[src/hdl/srrs_pkg.sv]
// package: register map, command codes, flag layout and reset values of the host command block
package srrs_pkg;

   // ----------------------------------------------------------------
   // register map (word addresses on the host port)
   // ----------------------------------------------------------------
   localparam logic [5:0] ADDR_DEVICE_IDENT        = 6'h00;
   localparam logic [5:0] ADDR_HOST_PORT_CONTROL   = 6'h01;
   localparam logic [5:0] ADDR_LINK_CONTROL        = 6'h02;
   localparam logic [5:0] ADDR_TRANSMIT_QUEUE_LVL  = 6'h03;
   localparam logic [5:0] ADDR_RECEIVE_QUEUE_LVL   = 6'h04;
   localparam logic [5:0] ADDR_DEVICE_CONTROL      = 6'h05;
   localparam logic [5:0] ADDR_DIAGNOSTIC_MASK     = 6'h06;
   localparam logic [5:0] ADDR_GLOBAL_STATUS       = 6'h07;
   localparam logic [5:0] ADDR_INTERFACE_DETAIL    = 6'h08;
   localparam logic [5:0] ADDR_TRANSMIT_QUEUE_STAT = 6'h09;
   localparam logic [5:0] ADDR_RECEIVE_QUEUE_STAT  = 6'h0a;

   // ----------------------------------------------------------------
   // values after reset of the writable registers (index 1..6)
   // ----------------------------------------------------------------
   localparam logic [15:0] RST_HOST_PORT_CONTROL  = 16'h00a0;
   localparam logic [15:0] RST_LINK_CONTROL       = 16'h0000;
   localparam logic [15:0] RST_TRANSMIT_QUEUE_LVL = 16'h01ff;
   localparam logic [15:0] RST_RECEIVE_QUEUE_LVL  = 16'h0000;
   localparam logic [15:0] RST_DEVICE_CONTROL     = 16'h0000;
   localparam logic [15:0] RST_DIAGNOSTIC_MASK    = 16'h0000;

   // ----------------------------------------------------------------
   // field positions
   // ----------------------------------------------------------------
   localparam int CRC_ALG_BIT  = 2;    // host_crc_algorithm_select in host_port_control
   localparam int SDO_DIS_BIT  = 1;    // host_port_control: output never driven
   localparam int FLAG_POR     = 0;    // global_status: power-on flag
   localparam int FLAG_ERR     = 1;    // global_status: global error flag
   localparam int FLAG_HCRC    = 2;    // global_status: host crc error
   localparam int FLAG_SRSTF   = 3;    // global_status: soft_reset_fail_flag
   localparam logic [15:0] RST_GLOBAL_STATUS = 16'h0003;

   // ----------------------------------------------------------------
   // command word layout and codes
   // ----------------------------------------------------------------
   localparam int          OP_MSB       = 15;
   localparam int          OP_LSB       = 12;
   localparam int          ADDR_MSB     = 11;
   localparam int          ADDR_LSB     = 6;
   localparam int          CNT_MSB      = 5;
   localparam logic [3:0]  OP_REG_READ  = 4'hd;
   localparam logic [15:0] CMD_SOFT_RST = 16'he1e1;
   localparam logic [15:0] CRC_POLY     = 16'h1021;
   localparam logic [15:0] CRC_INIT_A0  = 16'hffff;   // first algorithm
   localparam logic [15:0] CRC_INIT_A1  = 16'h0000;   // alternative algorithm
   localparam logic [15:0] IDLE_WORD    = 16'hffff;
   localparam logic [3:0]  LAST_BIT     = 4'hf;

endpackage

[src/hdl/srrs_cmd.sv]
// host serial port command block: unchecked register read, checked soft reset, register map
`timescale 1ns/1ps
// Function
// - read returns registers from command start address
// - unchecked read replies even on crc error
// - bad read crc sets flag, pulls fault
// - soft reset defaults registers, resyncs link
// - soft reset needs good crc, idle link
// - soft reset word e1e1 plus algorithm crc
// - soft reset clears flags, sets power-on, error
// - soft reset makes receive queue inaccessible
// - soft reset clears computed link crc values
// - soft reset leaves safe hold state
// - refused soft reset sets failure flag
// - eleven sixteen-bit registers at 0x0..0xa
// - identification register read-only fixed code
// - control bit 2 selects crc algorithm
module srrs_cmd
   import srrs_pkg::*;
#(
   parameter logic [15:0] IDENT_CODE = 16'h5a3c   // arbitrary neutral value
)(
   input  wire logic        clk,
   input  wire logic        sys_rst,
   input  wire logic        sclk,
   input  wire logic        cs_n,
   input  wire logic        sdi,
   output logic             sdo_o,
   output logic             sdo_oe,
   output logic             fault_n_o,
   output logic             fault_n_oe,
   input  wire logic        link_busy_i,
   input  wire logic        safe_hold_enter_i,
   output logic             safe_hold_o,
   output logic             link_resync_o,
   output logic             rx_queue_flush_o,
   output logic             link_crc_clear_o,
   input  wire logic        reg_wr_en_i,
   input  wire logic [5:0]  reg_wr_addr_i,
   input  wire logic [15:0] reg_wr_data_i,
   input  wire logic [15:0] iface_status_i,
   input  wire logic [15:0] txq_status_i,
   input  wire logic [15:0] rxq_status_i
);

   // ----------------------------------------------------------------
   // state
   // ----------------------------------------------------------------
   typedef enum logic [1:0] {ST_CMD, ST_CRC, ST_REPLY, ST_DONE} srrs_phase_t;

   typedef struct packed {
      logic             sclk_s1;
      logic             sclk_s2;
      logic             sclk_d;
      logic             cs_s1;
      logic             cs_s2;
      logic             sdi_s1;
      logic             sdi_s2;
      srrs_phase_t      st;
      logic [3:0]       bit_cnt;
      logic [15:0]      rx_shift;
      logic [15:0]      cmd_word;
      logic [15:0]      tx_shift;
      logic [15:0]      crc_out;
      logic [5:0]       rd_addr;
      logic [6:0]       words_left;
      logic [6:1][15:0] regs;
      logic [15:0]      status;
      logic             safe_hold;
      logic             resync;
      logic             flush;
      logic             crc_clr;
      logic             sdo;
      logic             sdo_oe;
      logic             fault_oe;
   } srrs_state_t;

   srrs_state_t q, d;

   // ----------------------------------------------------------------
   // functions
   // ----------------------------------------------------------------
   // one sixteen-bit word through the crc, msb first
   function automatic logic [15:0] crc16_word(input logic [15:0] c, input logic [15:0] w);
      logic [15:0] r;
      r = c;
      for (int i = 15; i >= 0; i--) begin
         r = (r[15] ^ w[i]) ? ({r[14:0], 1'b0} ^ CRC_POLY) : {r[14:0], 1'b0};
      end
      return r;
   endfunction

   // start value of the running crc for the chosen algorithm
   function automatic logic [15:0] crc_init(input logic alg);
      return alg ? CRC_INIT_A1 : CRC_INIT_A0;
   endfunction

   // register map decode; unlisted addresses read as zero
   function automatic logic [15:0] read_reg(input logic [5:0] a, input logic [6:1][15:0] r,
                                            input logic [15:0] st);
      logic [15:0] v;
      v = 16'h0000;
      case (a)
         ADDR_DEVICE_IDENT:        v = IDENT_CODE;
         ADDR_HOST_PORT_CONTROL:   v = r[1];
         ADDR_LINK_CONTROL:        v = r[2];
         ADDR_TRANSMIT_QUEUE_LVL:  v = r[3];
         ADDR_RECEIVE_QUEUE_LVL:   v = r[4];
         ADDR_DEVICE_CONTROL:      v = r[5];
         ADDR_DIAGNOSTIC_MASK:     v = r[6];
         ADDR_GLOBAL_STATUS:       v = st;
         ADDR_INTERFACE_DETAIL:    v = iface_status_i;
         ADDR_TRANSMIT_QUEUE_STAT: v = txq_status_i;
         ADDR_RECEIVE_QUEUE_STAT:  v = rxq_status_i;
         default:                  v = 16'h0000;
      endcase
      return v;
   endfunction

   // ----------------------------------------------------------------
   // decode of the synchronised serial pins and the command word
   // ----------------------------------------------------------------
   logic        cs_act;
   logic        sclk_rise;
   logic        sclk_fall;
   logic        word_done;
   logic [15:0] rx_word;
   logic        alg;
   logic        crc_ok;
   logic        is_srst;
   logic        is_read;
   logic        crc_end;
   logic        srst_go;
   logic        srst_bad;
   logic        rd_bad;

   // edges are taken from the second stage only, never the first
   assign cs_act    = ~q.cs_s2;
   assign sclk_rise = q.sclk_s2 & ~q.sclk_d;
   assign sclk_fall = ~q.sclk_s2 & q.sclk_d;
   assign word_done = cs_act & sclk_rise & (q.bit_cnt == LAST_BIT);
   assign rx_word   = {q.rx_shift[14:0], q.sdi_s2};
   assign alg       = q.regs[1][CRC_ALG_BIT];
   assign crc_ok    = (rx_word == crc16_word(crc_init(alg), q.cmd_word));
   assign is_srst   = (q.cmd_word == CMD_SOFT_RST);
   assign is_read   = (q.cmd_word[OP_MSB:OP_LSB] == OP_REG_READ);
   assign crc_end   = word_done & (q.st == ST_CRC);
   assign srst_go   = crc_end & is_srst & crc_ok & ~link_busy_i;
   assign srst_bad  = crc_end & is_srst & ~(crc_ok & ~link_busy_i);
   assign rd_bad    = crc_end & is_read & ~crc_ok;

   // ----------------------------------------------------------------
   // next state
   // ----------------------------------------------------------------
   always_comb begin
      logic [15:0] w;
      logic [15:0] set_flags;
      logic        load;
      w         = 16'h0000;
      set_flags = 16'h0000;
      load      = 1'b0;
      d         = q;
      // two-flop synchronisers for the pins from the host
      d.sclk_s1 = sclk;
      d.sclk_s2 = q.sclk_s1;
      d.sclk_d  = q.sclk_s2;
      d.cs_s1   = cs_n;
      d.cs_s2   = q.cs_s1;
      d.sdi_s1  = sdi;
      d.sdi_s2  = q.sdi_s1;
      d.resync  = 1'b0;
      d.flush   = 1'b0;
      d.crc_clr = 1'b0;

      // side writes from the other command paths; status is write-one-to-clear
      if (reg_wr_en_i) begin
         if (reg_wr_addr_i >= ADDR_HOST_PORT_CONTROL && reg_wr_addr_i <= ADDR_DIAGNOSTIC_MASK) begin
            d.regs[reg_wr_addr_i[2:0]] = reg_wr_data_i;   // device_ident is never written
         end else if (reg_wr_addr_i == ADDR_GLOBAL_STATUS) begin
            d.status = q.status & ~reg_wr_data_i;
         end
      end

      if (!cs_act) begin
         // frame ended: drop any partial word and stop replying
         d.st       = ST_CMD;
         d.bit_cnt  = 4'h0;
         d.tx_shift = IDLE_WORD;
      end else begin
         if (sclk_rise) begin
            d.rx_shift = rx_word;
            d.bit_cnt  = q.bit_cnt + 4'h1;
         end
         // shift out on the falling edge, but not the one right after a load
         if (sclk_fall && q.bit_cnt != 4'h0) begin
            d.tx_shift = {q.tx_shift[14:0], 1'b1};
         end
         if (word_done) begin
            case (q.st)
               ST_CMD: begin
                  d.cmd_word = rx_word;
                  d.st       = ST_CRC;
               end
               ST_CRC: begin
                  d.crc_out = crc_init(alg);
                  if (is_read) begin
                     // reply goes out whatever the crc said
                     d.rd_addr    = q.cmd_word[ADDR_MSB:ADDR_LSB];
                     d.words_left = {1'b0, q.cmd_word[CNT_MSB:0]} + 7'h01;
                     d.st         = ST_REPLY;
                     load         = 1'b1;
                     if (!crc_ok) begin
                        set_flags[FLAG_HCRC] = 1'b1;
                     end
                  end else if (is_srst) begin
                     d.rd_addr    = ADDR_GLOBAL_STATUS;
                     d.words_left = 7'h01;
                     d.st         = ST_REPLY;
                     load         = 1'b1;
                     if (srst_go) begin
                        d.regs[1]   = RST_HOST_PORT_CONTROL;
                        d.regs[2]   = RST_LINK_CONTROL;
                        d.regs[3]   = RST_TRANSMIT_QUEUE_LVL;
                        d.regs[4]   = RST_RECEIVE_QUEUE_LVL;
                        d.regs[5]   = RST_DEVICE_CONTROL;
                        d.regs[6]   = RST_DIAGNOSTIC_MASK;
                        d.status    = RST_GLOBAL_STATUS;
                        d.safe_hold = 1'b0;
                        d.resync    = 1'b1;
                        d.flush     = 1'b1;
                        d.crc_clr   = 1'b1;
                        d.crc_out   = crc_init(RST_HOST_PORT_CONTROL[CRC_ALG_BIT]);
                     end else begin
                        set_flags[FLAG_SRSTF] = 1'b1;
                     end
                  end else begin
                     // other commands belong to other paths; stay quiet here
                     d.st       = ST_DONE;
                     d.tx_shift = IDLE_WORD;
                  end
               end
               ST_REPLY: load = 1'b1;
               ST_DONE:  d.tx_shift = IDLE_WORD;
               default:  d.st = ST_CMD;
            endcase
         end
      end

      // events win over a clear; merged before the reply load so a status reply shows this command's flags
      if (set_flags != 16'h0000) begin
         set_flags[FLAG_ERR] = 1'b1;
      end
      d.status = d.status | set_flags;

      // next reply word: a register, then the crc over all of them
      if (load) begin
         if (d.words_left != 7'h00) begin
            w            = read_reg(d.rd_addr, d.regs, d.status);
            d.tx_shift   = w;
            d.crc_out    = crc16_word(d.crc_out, w);
            d.rd_addr    = d.rd_addr + 6'h01;
            d.words_left = d.words_left - 7'h01;
         end else begin
            d.tx_shift = d.crc_out;
            d.st       = ST_DONE;
         end
      end

      if (safe_hold_enter_i && !srst_go) begin
         d.safe_hold = 1'b1;
      end

      // pins, all registered
      d.sdo      = d.tx_shift[15];
      d.sdo_oe   = ~d.cs_s2 & ~d.regs[1][SDO_DIS_BIT];
      d.fault_oe = |(d.status & ~d.regs[6]);
   end

   // ----------------------------------------------------------------
   // state register
   // ----------------------------------------------------------------
   always_ff @(posedge clk or posedge sys_rst) begin
      if (sys_rst) begin
         q            <= '0;
         q.sclk_s1    <= 1'b0;
         q.cs_s1      <= 1'b1;
         q.cs_s2      <= 1'b1;
         q.st         <= ST_CMD;
         q.tx_shift   <= IDLE_WORD;
         q.crc_out    <= CRC_INIT_A0;
         q.regs[1]    <= RST_HOST_PORT_CONTROL;
         q.regs[2]    <= RST_LINK_CONTROL;
         q.regs[3]    <= RST_TRANSMIT_QUEUE_LVL;
         q.regs[4]    <= RST_RECEIVE_QUEUE_LVL;
         q.regs[5]    <= RST_DEVICE_CONTROL;
         q.regs[6]    <= RST_DIAGNOSTIC_MASK;
         q.status     <= RST_GLOBAL_STATUS;
         q.sdo        <= 1'b1;
         q.fault_oe   <= 1'b1;
      end else begin
         q <= d;
      end
   end

   assign sdo_o            = q.sdo;
   assign sdo_oe           = q.sdo_oe;
   assign fault_n_o        = 1'b0;   // open drain: only ever pulls low
   assign fault_n_oe       = q.fault_oe;
   assign safe_hold_o      = q.safe_hold;
   assign link_resync_o    = q.resync;
   assign rx_queue_flush_o = q.flush;
   assign link_crc_clear_o = q.crc_clr;
endmodule

[config.mk]
export PLATFORM = sky130hd
export DESIGN_NAME = srrs_cmd
export DESIGN_NICKNAME = d
export VERILOG_FILES = /design/src/hdl/srrs_pkg.sv /design/src/hdl/srrs_cmd.sv
export SDC_FILE = /design/constraint.sdc
export NUM_CORES = 1
export LEC_CHECK = 0
export ABC_AREA = 1
export BUFFER_PORTS_ARGS = -buffer_cell sky130_fd_sc_hd__buf_2
export CAP_MARGIN = 20
export CORE_MARGIN = 8
export CORE_UTILIZATION = 60
export CTS_CLUSTER_DIAMETER = 150
export DETAILED_ROUTE_END_ITERATION = 12
export PLACE_DENSITY_LB_ADDON = 0.1
export SYNTH_ARGS = -nofsm -noshare
export SYNTH_HDL_FRONTEND = slang
export SYNTH_SLANG_ARGS = --single-unit
export TNS_END_PERCENT = 50
[constraint.sdc]
create_clock -name clk -period 7.7 [get_ports clk]
set_clock_uncertainty 0.1 [all_clocks]
set_input_delay 0.385 -clock clk [delete_from_list [all_inputs] [get_ports clk]]
set_output_delay 0.385 -clock clk [all_outputs]
set_load 0.02 [all_outputs]
==> metrics, run 1 <==
CTS buffer count=24; Setup Viol. Count Final=0; Via Count=12,147; I/O pins=86; largest net degree at the start of global routing=130; Placer Congestion=0.9617; Post-Synth Simple-Gate Area=0.3356; RSZ-0062 raised after global routing=no; share of cells above drive strength 1=0.1444; Initial Util=0.6128; Maximum Capacitance Violations=0; status=finished, final reports clean; Die Span X=162.5 µm; Static Leak=7.799 nW; buffers and inverters on the worst path=5; CTS H-tree depth=1; clk_lat worst skew=0.54 ns; grt ovf=0; adder-cell share of the synthesized area=0.01457; Routed WL per cell=17.65 µm; first-pass GRT wire length=61.69 mm; final worst path period share=0.7263; CP Data Required Time=8.06 ns; maximum vdd drop=0.1605 mV; Startpoint Class=register; Area Overhead vs Synth=10.64%; Core Rows=53; max incr delay on CP=0.90 ns; Synth Warn #=0; Total Wirelength=38.59 mm; largest family of logic cells by synthesized area=simple AND/OR/NAND/NOR gates; syn_nets=1,936; Final Max Tran Viols=0; DRT iter0 DRCs=1,418; Sink Count=205; setup_tns=0 ns; multiplexer share of the synthesized area=0.007187; worst-case clock buffer depth=3; Post-synth ARST share=1.000; Avg Cell Area, Syn=6.990 µm²; Post-Synthesis Cell Area=12,880 µm²; core area=21,020 µm²; number of nets with antenna violations after routing=0; die area=26,420 µm²; kind of critical path=register to register; Yosys cell types=55; worst slew pin tran=1.108 ns; initial antenna violation count=0; TritonCTS clock tree=yes; Main synth FF type=dfrtp_1; FF+latch count, synth=205; power density over the cells=190.9 nW/µm²; final hold viol count=0; Max-slew headroom=0.2572; TritonRoute pass-1 iters=8; number of synthesized flops with an enable pin=0; final net count=1,987; Synth Instances=1,843; CP Max Fanout=32; all-layer global routing usage=0.2917; vias in the first global route=11,619; CP Capture Type=register; post-synthesis compound-gate area fraction=0.1133; Tmin final=5.593 ns; Root Buffer=clkbuf_16; drc violations=0; DR vias/cell=5.554; FMAX=178.8 MHz; Hold WS=0.1899 ns; Worst-path clk slew=0.06 ns; port buffer count=84; CP dominant cell by count=nand2_1; Slowest-stage cell, CP=nor3_2; DP HPWL=27.23 mm; sequential area share after synthesis=0.4029; Synth Area in XOR/XNOR=0.01836; Worst Path Arrival=5.95 ns; Min-Delay Path Class=input pin to register; diode count=0; die height=162.5 µm; CP top delay family=simple AND/OR/NAND/NOR gates
## kinds of logic after synthesis
| family | Yosys count |
|---|---|
| other | 1 |
| flip-flops | 205 |
| AND/OR/NAND/NOR | 996 |
| multiplexers | 9 |
| XOR/XNOR | 27 |
| AO/OA/AOI/OAI | 259 |
| adder cells (fa/ha/maj) | 15 |
| buffers and inverters | 331 |
## synthesized netlist by cell type, types with 2 or more instances
cell / n / share of area
nand2_1: 656 / 0.19
inv_1: 237 / 0.069
nand3_1: 160 / 0.062
o21ai_0: 158 / 0.061
dfrtp_1: 157 / 0.30
nor2_1: 83 / 0.024
dfstp_2: 48 / 0.098
a21oi_1: 39 / 0.015
clkbuf_1: 33 / 0.0096
nand2_2: 33 / 0.016
xor2_1: 18 / 0.012
inv_2: 16 / 0.0047
buf_2: 15 / 0.0058
ha_1: 15 / 0.015
nand4_1: 15 / 0.0073
a22oi_1: 13 / 0.0076
o21ai_1: 12 / 0.0047
buf_4: 11 / 0.0064
buf_6: 11 / 0.0096
nor2_4: 10 / 0.0087
xnor2_1: 9 / 0.0061
nor3_1: 8 / 0.0031
o22ai_1: 8 / 0.0039
mux2i_1: 7 / 0.0054
nand2_4: 7 / 0.0061
o211ai_1: 6 / 0.0035
nand3_2: 5 / 0.0039
buf_1: 4 / 0.0012
nand3b_1: 4 / 0.0023
nor2_2: 4 / 0.0019
nor4_1: 4 / 0.0019
a31oi_1: 3 / 0.0015
a221oi_1: 2 / 0.0014
a22o_1: 2 / 0.0014
a32oi_1: 2 / 0.0014
clkinv_1: 2 / 0.00058
mux2_2: 2 / 0.0017
nor3_4: 2 / 0.0025
o21a_1: 2 / 0.0012
o21ai_4: 2 / 0.0025
o221a_2: 2 / 0.0017
o221ai_1: 2 / 0.0014
or2_2: 2 / 0.00097
## through the flow
| step | std cells | worst slack, ns | utilization | instance area (µm²) | power [mW] |
|---|---|---|---|---|---|
| 2_1_floorplan | 1843 | 1.699 | - | 12880 | 1.385 |
| 3_3_place_gp | 2137 | 2.354 | 0.6331 | 13310 | 1.462 |
| 3_5_place_dp | 2137 | 2.333 | 0.6331 | 13310 | 1.470 |
| 4_1_cts | 2186 | 2.280 | 0.6773 | 14240 | 2.725 |
| 5_1_grt | 2187 | 1.761 | 0.6780 | 14250 | 2.815 |
| 6_report | 2187 | 2.107 | 0.6780 | 14250 | 2.720 |
## cell type report
class	instances	area (µm²)
sequential	205	5190
inverter	257	975.9
multi-input combinational	1307	6311
fill	1883	6769
tap	275	344.1
timing repair buffer	99	553.0
clock inverter	12	207.7
clock buffer	32	670.6
## power by group
| group | total, mW | switching (mW) | internal (mW) |
|---|---|---|---|
| Combinational | 0.271 | 0.180 | 0.0916 |
| Sequential | 1.19 | 0.0291 | 1.16 |
| Clock | 1.26 | 0.480 | 0.783 |
## worst paths after layout
path | start | to | slack, ns | depth (start not counted)
worst max register to register | q[206]$_DFF_PP0_ | q[143]$_DFF_PP1_ | 2.11 | 25
worst min-delay path | reg_wr_data_i[4] | q[59]$_DFF_PP1_ | 0.19 | 5
min in group asynchronous | sys_rst | q[102]$_DFF_PP0_ | 0.51 | 3
max in group asynchronous | sys_rst | q[68]$_DFF_PP0_ | 5.40 | 4
worst min register to register | d[202]$_DFF_PP0_ | q[202]$_DFF_PP0_ | 0.25 | 0
worst max-delay path | q[206]$_DFF_PP0_ | q[143]$_DFF_PP1_ | 2.11 | 25
## registers in the layout (all words and copies together) (netlist names)
signal,flops
sdo_oe,1
alg,1
sdo_o,1
link_crc_clear_o,1
fault_n_oe,1
q,195
safe_hold_o,1
d,4
## cell usage in the layout (no fill, tap or decap), drive strengths merged, types with 13 or more instances in the layout
cell type and count:
nand4 15, inv 255, buf 94, nand2 696, ha 15, xor2 18, clkbuf 32, a21oi 40
dfrtp 157, o21ai 173, nor2 98, nand3 165, dfstp 48, a22oi 13
## tightest hold or removal path, delay by kind of cell
| family | cells | cell delay (ns) |
|---|---|---|
| AOI/OAI and AO/OA | 1 | 0.05 |
| buffers and inverters | 2 | 0.17 |
| and+or+nand+nor | 2 | 0.20 |
## layer usage
metal / part of all wire / wire length [µm] / global-route usage
met4: 0.043 / 1664 / 0.1193
met5: 0 / 0 / 0
met3: 0.076 / 2916 / 0.04626
met1: 0.43 / 16630 / 0.3954
met2: 0.45 / 17380 / 0.4604
## what timing repair did
action	in CTS	in global routing
endpoints found under the hold margin	10	0
hold buffers	5	0
setup buffers	0	0
resized for setup	0	0
Note: power is estimated with default switching activity, not from simulation.
==> run 2, diff against run 1 <==
clock period = 5.8 ns   (was 7.7 ns; I/O delays follow)
==> metrics, run 2 (synthesized netlist as in run 1, its figures left out) <==
layout filler cell count=1,853 (-1.6%); drc violations=0 (unchanged); core area=21,020 µm² (unchanged); final worst path period share=0.8559 (+0.1296); Sink Count=205 (unchanged); die height=162.5 µm (unchanged); first-pass GRT wire length=61.56 mm (-0.20%); all-layer global routing usage=0.2923 (+0.0005856); DP HPWL=27.60 mm (+1.3%); Core Rows=53 (unchanged); max reg flops=195 (unchanged); met3 usage=0.03994 (-0.006320); area occupied by multi-input gates=6311 µm² (unchanged); final net count=1,990 (+0.15%); Static Leak=7.803 nW (about the same); Total Wirelength=38.75 mm (+0.40%); CTS H-tree depth=1 (unchanged); DRT iter0 DRCs=1,137 (-20%); Placer Congestion=0.9511 (-1.1%); diode count=0 (unchanged); met2 Use GR=0.4670 (+0.006629); vias in the first global route=11,424 (-1.7%); Initial Util=0.6128 (unchanged); DR vias/cell=5.535 (-0.34%); CTS Hold Buffers Added=5 (unchanged); Maximum Capacitance Violations=0 (unchanged); reg-to-reg setup timing slack=0.84 ns (-1.27 ns); Worst Path Arrival=5.31 ns (-0.64 ns); commonest cells after routing, fill and taps aside=656 x nand2_1, 236 x inv_1, 160 x nand3_1, 158 x o21ai_0, 157 x dfrtp_1; Largest Register=q; largest net degree at the start of global routing=108 (-17%); RSZ-0062 raised after global routing=no; Tmin final=4.964 ns (-0.6284 ns); reg-to-reg startpoint=q[206]$_DFF_PP0_; Min-Delay Path Class=input pin to register; CP Data Required Time=6.15 ns (-1.91 ns); buffers and inverters on the worst path=6 (+1); max incr delay on CP=0.43 ns (-0.47 ns); RR Endpoint=q[133]$_DFF_PP1_; placed inst area=13,370 µm² (+0.44%); hold_sp=reg_wr_data_i[6]; CP Max Fanout=32 (unchanged); share of cells above drive strength 1=0.1452 (+0.0008941); grt peak-use layer=met2; M1 GR Usage=0.3997 (+0.004254); TritonRoute pass-1 iters=6 (-2); die area=26,420 µm² (unchanged); Finished Cell Area=14,220 µm² (-0.21%); # resized after CTS=0 (unchanged); CP top delay family=simple AND/OR/NAND/NOR gates; number of nets with antenna violations after routing=0 (unchanged); I/O pins=86 (unchanged); grt ovf=0 (unchanged); Routed WL per cell=17.70 µm (+0.31%); Register-to-Register Path Depth=26 (+4.0%); status=finished, final reports clean; worst slew pin tran=0.9880 ns (-0.1202 ns); Setup Viol. Count Final=0 (unchanged); Finished Core Util=0.6766 (-0.001428); Area Overhead vs Synth=10.40%; Hold WS=0.09316 ns (-0.09674 ns); clk_lat worst skew=0.53 ns (about the same); Slowest-stage cell, CP=dfrtp_1; final hold viol count=0 (unchanged); Worst Hold Depth=3 (-2); setup_tns=0 ns (unchanged); worst-case clock buffer depth=3 (unchanged); final cell count without fillers=2,189 (+0.091%); Via Count=12,117 (-0.25%); maximum vdd drop=0.2403 mV (+50%); Worst Hold End=q[61]$_DFF_PP1_; kind of critical path=register to register; Final Max Tran Viols=0 (unchanged); area occupied by registers=5190 µm² (unchanged); Startpoint Class=register; Die Span X=162.5 µm (unchanged); FMAX=201.4 MHz (+13%); initial antenna violation count=0 (unchanged); Worst-path clk slew=0.06 ns (about the same); Post-CTS Setup Bufs=0 (unchanged); TritonCTS clock tree=yes; Root Buffer=clkbuf_16; number of instances in the placed design=2,142 (+0.23%); power density over the cells=246.5 nW/µm² (+29%); CP Capture Type=register; port buffer count=84 (unchanged); CTS buffer count=23 (-4.2%); Max-slew headroom=0.3397 (+0.08255); commonest non-fill, non-tap cell in the layout=nand2_1
## run 2: cell count changes in the layout (fill, tap and decap cells not counted), sizes merged
cell and change:
clkinv +3, inv -1, clkbuf -1, clkinvlp -2, buf +4, bufinv -1
## run 2: where the power goes
group | switching (mW) | internal, mW
combinational | 0.236 | 0.123
sequential | 0.0391 | 1.54
clock | 0.614 | 0.959
total | 0.889 | 2.62
## run 2: how the worst max path moves through the flow
stage,startpoint,end,depth (start not counted)
after floorplan,q[206]$_DFF_PP0_,q[144]$_DFF_PP1_,29
after global placement,q[206]$_DFF_PP0_,q[143]$_DFF_PP1_,26
after detailed placement,q[206]$_DFF_PP0_,q[143]$_DFF_PP1_,26
after CTS,q[206]$_DFF_PP0_,q[143]$_DFF_PP1_,26
after global routing,q[206]$_DFF_PP0_,q[138]$_DFF_PP1_,28
final,q[206]$_DFF_PP0_,q[133]$_DFF_PP1_,26
## run 2: tightest hold or removal path: stages
cell,delay [ns]
buf_2,0.09
inv_1,0.16
o211ai_1,0.15
## run 2: layer usage
layer	share of wire	vias up	wire, µm
li1	-	5917	-
met1	0.43	5651	16700
met2	0.46	470	17760
met3	0.077	79	2968
met4	0.034	0	1319
met5	0	-	0
## run 2: final cells by class
type / count / share of cell area
clock buffer: 31 / 0.04539
timing repair buffer: 103 / 0.04223
inverter: 257 / 0.06836
clock inverter: 11 / 0.01117
multi-input combinational: 1307 / 0.4437
sequential: 205 / 0.3649
tap: 275 / 0.02419
## run 2: metrics by stage
| step | total power, mW | setup WS (ns) |
|---|---|---|
| floorplan | 1.840 | 2.269 |
| global placement | 1.938 | 1.117 |
| detailed placement | 1.949 | 0.9479 |
| CTS | 3.514 | 0.9036 |
| global route | 3.642 | 0.4775 |
| finish | 3.506 | 0.8356 |
